--- config.mk ---
export PLATFORM = sky130hd
export DESIGN_NAME = scr_config_regs
export DESIGN_NICKNAME = d
export VERILOG_FILES = /design/src/scr_pkg.sv /design/src/scr_config_regs.sv
export VERILOG_INCLUDE_DIRS = /design/src
export SDC_FILE = /design/constraint.sdc
export NUM_CORES = 1
export LEC_CHECK = 0
export ABC_AREA = 1
export BUFFER_PORTS_ARGS = -buffer_cell sky130_fd_sc_hd__buf_4
export CAP_MARGIN = 40
export CORE_AREA = 4 4 69 71
export CTS_CLUSTER_SIZE = 8
export DETAILED_ROUTE_END_ITERATION = 6
export DIE_AREA = 0 0 73 75
export PLACE_DENSITY = 0.81
export SYNTH_ARGS = -nofsm -noshare
export SYNTH_HDL_FRONTEND = slang
export SYNTH_SLANG_ARGS = --single-unit
--- constraint.sdc ---
create_clock -name clk -period 3.27 [get_ports clk]
set_input_delay 0.654 -clock clk [delete_from_list [all_inputs] [get_ports clk]]
set_output_delay 0.654 -clock clk [all_outputs]
set_load 0.005 [all_outputs]
--- src/scr_map.svh ---
// Offsets, field positions and reset values of the low configuration group.
// Included by the package user; holds definitions only.
`ifndef SCR_MAP_SVH
`define SCR_MAP_SVH

// Register offsets on the 12-bit register port
`define SCR_OFS_INTF_A     12'h000
`define SCR_OFS_INTF_B     12'h001
`define SCR_OFS_DEV_CFG    12'h002
`define SCR_OFS_CATEGORY   12'h003
`define SCR_OFS_PART_LOW   12'h004
`define SCR_OFS_PART_HIGH  12'h005
`define SCR_OFS_GRADE_REV  12'h006
`define SCR_OFS_IRQ_EN     12'h020
`define SCR_OFS_IRQ_STAT   12'h024

// Field positions in interface_config_a
`define SCR_BIT_PRIMARY_RST 0
`define SCR_BIT_LSB_FIRST   1
`define SCR_BIT_ADDR_INC    2
`define SCR_BIT_SDO_ACTIVE  3

// Field positions in interface_config_b
`define SCR_BIT_ONE_INSTR   7
`define SCR_BIT_CS_STALL    6
`define SCR_BIT_SEC_RST_B   2
`define SCR_BIT_SEC_RST_A   1

// Field positions in interrupt_enable and the status register
`define SCR_BIT_EV_JITTER   4
`define SCR_BIT_EV_RX_READY 3
`define SCR_BIT_EV_FIFO     2

// Writable masks and reset values
`define SCR_MASK_INTF_A    8'h0F
`define SCR_MASK_INTF_B    8'hFE
`define SCR_MASK_IRQ       8'h1C
`define SCR_RST_INTF_A     8'h00
`define SCR_RST_INTF_B     8'h00
`define SCR_RST_DEV_CFG    8'h00
`define SCR_RST_IRQ_EN     8'h00
`define SCR_RST_IRQ_STAT   8'h00

`endif

--- src/scr_pkg.sv ---
// Types shared by the configuration register group.
// Assumes nothing beyond a SystemVerilog compiler.
package scr_pkg;

  // Power state selected by the two-bit operating mode field
  typedef enum logic [1:0] {
    SCR_PWR_NORMAL  = 2'h0,
    SCR_PWR_LOW     = 2'h1,
    SCR_PWR_STANDBY = 2'h2,
    SCR_PWR_SLEEP   = 2'h3
  } scr_power_type;

  typedef logic [11:0] scr_addr_type;
  typedef logic [7:0]  scr_byte_type;

endpackage

--- src/scr_config_regs.sv ---
// Low configuration, identification and interrupt-enable register group.
// Assumes a serial framer on clk that issues one-cycle register strobes,
// and event sources that run on the same clock.
// Operation
// - Writing 1 to the primary reset bit pulses soft reset; 0 does not.
// - Config B bit 2 written 1 pulses secondary reset 1, then self-clears.
// - Config B bit 1 written 1 pulses secondary reset 0, then self-clears.
// - Enable bit 4 gates reference jitter events onto the interrupt; reset 0.
// - Enable bit 3 lets a fall of link receiver ready raise the interrupt.
// - Enable bit 2 lets lane FIFO overflow or underflow raise the interrupt.
// - Status flags stay set until host writes 1 there or soft reset runs; writing 0 keeps them.
// - Primary reset bit clears by itself on the edge its pulse starts, reading back 0.
`timescale 1ns/1ps
`include "scr_map.svh"

module scr_config_regs #(
  parameter logic [7:0]  PART_CATEGORY = 8'h5A,   // Arbitrary value
  parameter logic [15:0] PART_NUMBER   = 16'h1234, // Arbitrary value
  parameter logic [3:0]  PART_GRADE    = 4'h1,    // Arbitrary value
  parameter logic [3:0]  SILICON_REV   = 4'h2     // Arbitrary value
) (
  // Clock and reset
  input  wire logic                   clk,
  input  wire logic                   sys_rst,
  // Register port from the serial framer
  input  wire logic                   regWrite,
  input  wire logic                   regRead,
  input  wire scr_pkg::scr_addr_type  regAddr,
  input  wire scr_pkg::scr_byte_type  regWrData,
  output      scr_pkg::scr_byte_type  regRdData,
  output      logic                   regRdValid,
  // Event sources
  input  wire logic                   refJitterEvent,
  input  wire logic                   linkRxReady,
  input  wire logic                   laneFifoError,
  // Reset pulses and configuration outputs
  output      logic                   primaryResetPulse,
  output      logic                   secondaryResetPulseA,
  output      logic                   secondaryResetPulseB,
  output      logic                   lsbFirst,
  output      logic                   addrIncrement,
  output      logic                   sdoActive,
  output      logic                   oneInstructionOnly,
  output      logic                   csStallEnable,
  output      scr_pkg::scr_power_type powerStateSelect,
  output      logic                   irqOut
);

  scr_pkg::scr_byte_type  intfA, next_intfA;
  scr_pkg::scr_byte_type  intfB, next_intfB;
  scr_pkg::scr_byte_type  devCfg, next_devCfg;
  scr_pkg::scr_byte_type  irqEn, next_irqEn;
  scr_pkg::scr_byte_type  irqStat, next_irqStat;
  scr_pkg::scr_byte_type  next_regRdData;
  scr_pkg::scr_power_type next_powerStateSelect;
  logic                   next_regRdValid;
  logic                   next_primaryResetPulse;
  logic                   next_secondaryResetPulseA;
  logic                   next_secondaryResetPulseB;
  logic                   rxReadyLast;
  logic                   next_irqOut;
  scr_pkg::scr_byte_type  eventVec;

  // Address match for a write strobe
  function automatic logic wrHit(input scr_pkg::scr_addr_type ofs);
    wrHit = regWrite && (regAddr == ofs);
  endfunction

  // Configuration outputs read straight from register bits
  assign lsbFirst           = intfA[`SCR_BIT_LSB_FIRST];
  assign addrIncrement      = intfA[`SCR_BIT_ADDR_INC];
  assign sdoActive          = intfA[`SCR_BIT_SDO_ACTIVE];
  assign oneInstructionOnly = intfB[`SCR_BIT_ONE_INSTR];
  assign csStallEnable      = intfB[`SCR_BIT_CS_STALL];

  // Events placed at their status bit positions
  always_comb begin
    eventVec = 8'h00;
    eventVec[`SCR_BIT_EV_JITTER]   = refJitterEvent;
    eventVec[`SCR_BIT_EV_RX_READY] = rxReadyLast && !linkRxReady;
    eventVec[`SCR_BIT_EV_FIFO]     = laneFifoError;
  end

  // Next register values, reset pulses and read data
  always_comb begin
    next_intfA   = intfA;
    next_intfB   = intfB;
    next_devCfg  = devCfg;
    next_irqEn   = irqEn;
    next_irqStat = irqStat | (eventVec & `SCR_MASK_IRQ);
    // Each pulse follows its request bit by one cycle; the bit clears on that same edge
    next_primaryResetPulse    = intfA[`SCR_BIT_PRIMARY_RST];
    next_secondaryResetPulseA = intfB[`SCR_BIT_SEC_RST_A];
    next_secondaryResetPulseB = intfB[`SCR_BIT_SEC_RST_B];
    next_intfA[`SCR_BIT_PRIMARY_RST] = 1'b0;
    next_intfB[`SCR_BIT_SEC_RST_A]   = 1'b0;
    next_intfB[`SCR_BIT_SEC_RST_B]   = 1'b0;
    if (primaryResetPulse) begin
      // Soft reset restores configuration; a new event still sets its flag
      next_intfA   = `SCR_RST_INTF_A;
      next_intfB   = `SCR_RST_INTF_B;
      next_devCfg  = `SCR_RST_DEV_CFG;
      next_irqEn   = `SCR_RST_IRQ_EN;
      next_irqStat = `SCR_RST_IRQ_STAT | (eventVec & `SCR_MASK_IRQ);
    end else begin
      if (wrHit(`SCR_OFS_INTF_A)) begin
        next_intfA = regWrData & `SCR_MASK_INTF_A;
      end
      if (wrHit(`SCR_OFS_INTF_B)) begin
        next_intfB = regWrData & `SCR_MASK_INTF_B;
      end
      if (wrHit(`SCR_OFS_DEV_CFG)) begin
        next_devCfg = regWrData;
      end
      if (wrHit(`SCR_OFS_IRQ_EN)) begin
        next_irqEn = regWrData & `SCR_MASK_IRQ;
      end
      if (wrHit(`SCR_OFS_IRQ_STAT)) begin
        // Write one clears; a same-cycle event wins
        next_irqStat = (irqStat & ~regWrData)
                       | (eventVec & `SCR_MASK_IRQ);
      end
    end
    next_powerStateSelect = scr_pkg::scr_power_type'(next_devCfg[1:0]);
    next_irqOut = |(next_irqStat & next_irqEn);
    // Read decode; unmapped offsets read zero
    next_regRdValid = regRead;
    next_regRdData  = 8'h00;
    if (regRead) begin
      unique case (regAddr)
        `SCR_OFS_INTF_A:    next_regRdData = {intfA[0], intfA[1], intfA[2],
                                              intfA[3], intfA[3:0]};
        `SCR_OFS_INTF_B:    next_regRdData = intfB;
        `SCR_OFS_DEV_CFG:   next_regRdData = devCfg;
        `SCR_OFS_CATEGORY:  next_regRdData = PART_CATEGORY;
        `SCR_OFS_PART_LOW:  next_regRdData = PART_NUMBER[7:0];
        `SCR_OFS_PART_HIGH: next_regRdData = PART_NUMBER[15:8];
        `SCR_OFS_GRADE_REV: next_regRdData = {PART_GRADE, SILICON_REV};
        `SCR_OFS_IRQ_EN:    next_regRdData = irqEn;
        `SCR_OFS_IRQ_STAT:  next_regRdData = irqStat;
        default:            next_regRdData = 8'h00;
      endcase
    end
  end

  // State registers
  always_ff @(posedge clk) begin
    if (sys_rst) begin
      intfA                <= `SCR_RST_INTF_A;
      intfB                <= `SCR_RST_INTF_B;
      devCfg               <= `SCR_RST_DEV_CFG;
      irqEn                <= `SCR_RST_IRQ_EN;
      irqStat              <= `SCR_RST_IRQ_STAT;
      rxReadyLast          <= 1'b1;
      primaryResetPulse    <= 1'b0;
      secondaryResetPulseA <= 1'b0;
      secondaryResetPulseB <= 1'b0;
      powerStateSelect     <= scr_pkg::SCR_PWR_NORMAL;
      irqOut               <= 1'b0;
      regRdData            <= 8'h00;
      regRdValid           <= 1'b0;
    end else begin
      intfA                <= next_intfA;
      intfB                <= next_intfB;
      devCfg               <= next_devCfg;
      irqEn                <= next_irqEn;
      irqStat              <= next_irqStat;
      rxReadyLast          <= linkRxReady;
      primaryResetPulse    <= next_primaryResetPulse;
      secondaryResetPulseA <= next_secondaryResetPulseA;
      secondaryResetPulseB <= next_secondaryResetPulseB;
      powerStateSelect     <= next_powerStateSelect;
      irqOut               <= next_irqOut;
      regRdData            <= next_regRdData;
      regRdValid           <= next_regRdValid;
    end
  end
endmodule

==> flow_summary.json, run 1 <==
{
  "cts.repair.resized": 0,
  "drv_slew": 0,
  "synthCells": 311,
  "synth_top_flop_cell": "dfxtp_1",
  "grt_max_degree": 20,
  "grt_usage": 0.211,
  "crit_start": "regAddr[7]",
  "core_um2": 4230,
  "clock.fmax_mhz": 532,
  "drtPass1Iterations": 4,
  "criticalPathCategory": "primary input to flop",
  "hold_depth": 2,
  "antenna_left": 0,
  "htree_levels": 2,
  "min_path_type": "flop to flop",
  "cts_hold_buf": 0,
  "drtIter0Drc": 132,
  "routed_wl_um": 5400,
  "numCtsBuffers": 5,
  "vdd_drop_max_mv": 0.360,
  "avgViaCountPerCell": 5.07,
  "synth.avg_cell_area_um2": 7.43,
  "relSlewSlack": 0.762,
  "cp-start-kind": "primary input",
  "vias": 2074,
  "wire_per_inst_um": 13.2,
  "overflow": 0,
  "worstMarginPinSlew_ps": 356,
  "setup_viol": 0,
  "powerDensity_nw_per_um2": 428,
  "syn-num-nets": 338,
  "skew_ps": 13.4,
  "rr_worst_depth": 4,
  "grt_pass1_vias": 1933,
  "cp.arrival_ps": 2140,
  "grt_pass1_wl_um": 8830,
  "post_synth_num_cell_types": 32,
  "rsz0062_at_grt": "no",
  "layout.nets": 383,
  "drc_errors": 0,
  "post-route-period-util": 0.575,
  "async_reset_ff_frac": 0,
  "initial_core_util": 0.546,
  "synth_edf_count": 0,
  "r2r-start": "primaryResetPulse",
  "drive_above_1_share": 0.261,
  "period_needed_ps": 1880,
  "grt_antenna_before_repair": 0,
  "post_cts_buffers": 0,
  "cts_max_path_buffers": 2,
  "dp_hpwl_um": 4220,
  "worstPathRequired_ps": 3520,
  "die-area_um2": 5480,
  "crit_fanout": 12,
  "status": "complete, no violations",
  "insertion_delay_ps": 320,
  "p_leak_nw": 1.33,
  "yosysWarnings": 0,
  "dieWidth_um": 73,
  "port_buffers": 46,
  "syn_area_um2": 2310,
  "ios": 47,
  "rows": 24,
  "endpoint_kind": "flop",
  "regToRegSetupSlack_ps": 1750,
  "num_antenna_cells": 0,
  "area_growth_pct": 21.0,
  "ys_ff_latch": 49,
  "cap_viol_max_count": 0,
  "die_h_um": 75,
  "root_buffer": "clkbuf_8",
  "crit_end": "irqOut",
  "clk_pin_slew_worst_paths_ps": 90,
  "fin_setup_tns_ps": 0,
  "finalPower_mw": 1.20,
  "yosysSeqAreaShare": 0.424,
  "cts_tree": "built",
  "hold_violations": 0,
  "gp_congestion": 0.889,
  "clock-sinks": 49,
  "r2r-end": "intfA[0]"
}
[stage by stage]
step	hold slack, ps	instances	cell area (um2)	setup slack, ps	utilization
floorplan	403	311	2310	1490	-
global placement	428	401	2660	1090	0.628
detailed placement	428	401	2660	1090	0.628
CTS	440	409	2800	1410	0.661
global route	461	409	2800	1230	0.661
finish	442	409	2800	1390	0.661
[cells by family (layout without fill, tap and decap cells)]
kind of cell	Yosys count	count (layout)	synth area share
buffers and inverters	58	104	0.110
AO/OA/AOI/OAI	53	53	0.132
flip-flops	49	49	0.424
AND/OR/NAND/NOR	151	151	0.334
[critical path: stages]
cell     delay (ps)
buf_4           110
nor2_2          150
inv_1            60
nor2_1          230
nand3_2         280
nand2_1         140
inv_1            60
nor2_1          110
nand2_1          50
nand2_1          80
inv_1            40
nand2_1          60
nand2_1          60
nand2_1          50
[synth_stat cells, types with 2 or more instances]
| cell type | count | area, um2 |
|---|---|---|
| buf_4 | 2 | 15.0 |
| o21ai_1 | 4 | 20.0 |
| buf_2 | 2 | 10.0 |
| nor3_2 | 2 | 20.0 |
| a21oi_2 | 6 | 52.6 |
| nand2_2 | 4 | 25.0 |
| inv_2 | 5 | 18.8 |
| o22ai_1 | 2 | 12.5 |
| dfxtp_1 | 49 | 981 |
| nor3_1 | 5 | 25.0 |
| nor2_4 | 6 | 67.6 |
| o21ai_2 | 2 | 17.5 |
| inv_1 | 43 | 161 |
| nor2_2 | 4 | 25.0 |
| nand3_1 | 8 | 40.0 |
| nand2_4 | 3 | 33.8 |
| a21oi_1 | 21 | 105 |
| buf_6 | 2 | 22.5 |
| nand2_1 | 56 | 210 |
| nand3_2 | 3 | 30.0 |
| nor2_8 | 2 | 40.0 |
| nand4_1 | 13 | 81.3 |
| nor2_1 | 43 | 161 |
| clkbuf_1 | 2 | 7.51 |
| o21ai_0 | 15 | 75.1 |
[worst min-delay path by stage]
stage	start	end	slack (ps)
2_1_floorplan	intfA[0]	primaryResetPulse	400
3_3_place_gp	intfB[1]	secondaryResetPulseA	430
3_5_place_dp	intfB[1]	secondaryResetPulseA	430
4_1_cts	intfB[1]	secondaryResetPulseA	440
5_1_grt	intfB[1]	secondaryResetPulseA	460
6_report	intfB[1]	secondaryResetPulseA	440
[placed cells by master, fill, tap and decap left out, types with 5 or more instances in the layout]
cell,instances
a21oi_1,21
dfxtp_1,49
buf_4,47
inv_1,43
nor2_1,43
a21oi_2,6
nand4_1,13
nand3_1,8
nor3_1,5
nand2_1,56
o21ai_0,15
nor2_4,6
inv_2,5
clkbuf_8,5
[routing by layer]
layer / GRT usage / wire length, um
met5: 0 / 0
met4: 0.0656 / 35
met3: 0.0467 / 264
met2: 0.348 / 2680
met1: 0.276 / 2420
[layout make-up]
cell class / instances / area, um2
well taps: 52 / 65.1
inverters: 49 / 184
repair buffers: 47 / 353
fillers: 375 / 1440
flip-flops and latches: 49 / 981
clock inverters: 3 / 68.8
clock buffers: 5 / 68.8
multi-input cells: 204 / 1080
[state kept, by name, summed over array words and instances (netlist names)]
register / count
regRdValid: 1
secondaryResetPulseA: 1
powerStateSelect: 2
regRdData: 8
rxReadyLast: 1
secondaryResetPulseB: 1
primaryResetPulse: 1
irqOut: 1
intfB: 7
irqEn: 8
intfA: 4
irqStat: 8
devCfg: 6
[power breakdown]
group	total, mW	internal [mW]	switching, mW
combinational	0.0766	0.0310	0.0456
clock	0.521	0.308	0.213
sequential	0.601	0.600	0.000906
total	1.20	0.939	0.260
No activity file was read; power rests on OpenSTA's default activity.
==> run 2, diff against run 1 <==
CORE_AREA = 4 4 71 73   (was 4 4 69 71)
DIE_AREA = 0 0 75 77   (was 0 0 73 75)
PLACE_DENSITY = 0.77   (was 0.81)
clock period = 1.82 ns   (was 3.27 ns; I/O delays follow)
==> run 2 against run 1 <==
Utilization is 1.2 points lower. Combinational power is 80% higher. Sequential power is 80% higher. Highest routed layer unchanged. Sequential share of layout area is 0.31 points lower. Global-route usage is 0.34 points lower. Clock skew is 8.8 ps lower. Hold slack worse by 180 ps. Non-clock buffer count is 5 higher. Critical path depth stayed put. Register-to-register slack worse by 1300 ps. Largest power group unchanged.
==> flow_summary.json, run 2 (synthesis gave the netlist of run 1 again) <==
{
  "post_cts_buffers": 0,
  "fin_util": 0.648,
  "rsz0062_at_grt": "no",
  "final_cell_mix": "nand2_1, buf_4, dfxtp_1",
  "insertion_delay_ps": 310,
  "status": "complete, no violations",
  "hold_violations": 0,
  "powerDensity_nw_per_um2": 712,
  "final_common_cell": "nand2_1",
  "reg_top3": "irqEn x8, irqStat x8, regRdData x8",
  "cp-start-kind": "primary input",
  "cp.arrival_ps": 1770,
  "drtPass1Iterations": 4,
  "p_sw_mw": 0.464,
  "dieWidth_um": 75,
  "p_leak_nw": 1.35,
  "ios": 47,
  "cts_hold_buf": 0,
  "clock-sinks": 49,
  "vdd_drop_max_mv": 0.474,
  "clk_pin_slew_worst_paths_ps": 90,
  "worst_slack_ps": 310,
  "regToRegSetupSlack_ps": 480,
  "drtIter0Drc": 107,
  "cts_max_path_buffers": 2,
  "internal_power_mw": 1.55,
  "worstPathRequired_ps": 2080,
  "cts.repair.resized": 0,
  "clock.fmax_mhz": 662,
  "grt_usage": 0.207,
  "dpl_worst_slack_ps": 10.7,
  "finalPower_mw": 2.01,
  "fin_hold_ws_ps": 258,
  "layout.cells.non_filler": 414,
  "die_h_um": 77,
  "initial_core_util": 0.531,
  "setup_viol": 0,
  "overflow": 0,
  "dp_hpwl_um": 4380,
  "cap_viol_max_count": 0,
  "avgViaCountPerCell": 5.12,
  "htree_levels": 2,
  "gp_congestion": 0.848,
  "skew_ps": 4.55,
  "drive_above_1_share": 0.271,
  "vias": 2118,
  "nFillCells": 391,
  "post-place-cells": 406,
  "root_buffer": "clkbuf_8",
  "criticalPathCategory": "primary input to flop",
  "cts_tree": "built",
  "grt_pass1_wl_um": 9340,
  "area_growth_pct": 22.1,
  "grt_antenna_before_repair": 0,
  "p_comb_frac": 0.069,
  "fin_setup_tns_ps": 0,
  "core_um2": 4350,
  "port_buffers": 46,
  "drv_slew": 0,
  "worstMarginPinSlew_ps": 365,
  "grt_max_degree": 17,
  "num_antenna_cells": 0,
  "wire_per_inst_um": 13.5,
  "fin_area_um2": 2820,
  "post-route-period-util": 0.830,
  "seqPwrFrac": 0.537,
  "crit_fanout": 12,
  "routed_wl_um": 5570,
  "die-area_um2": 5780,
  "swShare": 0.231,
  "grt_pass1_vias": 2064,
  "period_needed_ps": 1510,
  "drc_errors": 0,
  "power_frac_clock": 0.394,
  "relSlewSlack": 0.756,
  "endpoint_kind": "flop",
  "layout.nets": 388,
  "antenna_left": 0,
  "min_path_type": "primary input to flop",
  "post_dp_cell_area_um2": 2710,
  "numCtsBuffers": 5,
  "rows": 24
}
## run 2: cell count changes in the layout (fill, tap and decap cells not counted), sizes merged
cell / previous run / this run
buf: 47 / 52
bufinv: 2 / 1
clkinv: 1 / 2
## run 2: power groups by stage
stage	sequential, mW	combinational (mW)	clock (mW)
after floorplan	1.11	0.0657	0
after global placement	1.11	0.134	0
after detailed placement	1.11	0.137	0
after CTS	1.08	0.138	0.802
after global routing	1.08	0.151	0.846
final	1.08	0.138	0.792
## run 2: final timing paths
| kind | startpoint | to | cells past startpoint |
|---|---|---|---|
| worst max-delay path | regAddr[9] | irqOut | 14 |
| worst min-delay path | linkRxReady | rxReadyLast | 2 |
| worst max register to register | primaryResetPulse | intfA[0] | 3 |
| worst min register to register | intfB[1] | secondaryResetPulseA | 2 |
## run 2: routing by layer
metal / wire length (um) / GRT usage / up-vias / share of wire
li1: - / - / 1088 / -
met5: 0 / 0 / - / 0
met2: 2790 / 0.338 / 57 / 0.50
met1: 2400 / 0.261 / 962 / 0.43
met3: 289 / 0.0458 / 11 / 0.052
met4: 93 / 0.0801 / 0 / 0.017
## run 2: area by class of cell
cell class / instances / area [um2] / share of cell area
multi-input cells: 204 / 1080 / 0.382
well taps: 52 / 65.1 / 0.0230
flip-flops and latches: 49 / 981 / 0.348
repair buffers: 52 / 403 / 0.143
inverters: 49 / 184 / 0.0652
clock buffers: 5 / 68.8 / 0.0244
clock inverters: 3 / 43.8 / 0.0155
## run 2: worst max-delay path, cell delays in order
cell and delay [ps]:
buf_4 110, nor2_1 130, nand2_2 120, nor2_2 240, nand3_2 260, nand2_1 120
inv_1 50, nor2_1 100, nand2_1 50, nand2_1 60, inv_1 30, nand2_1 50
nand2_1 40, nand2_1 50
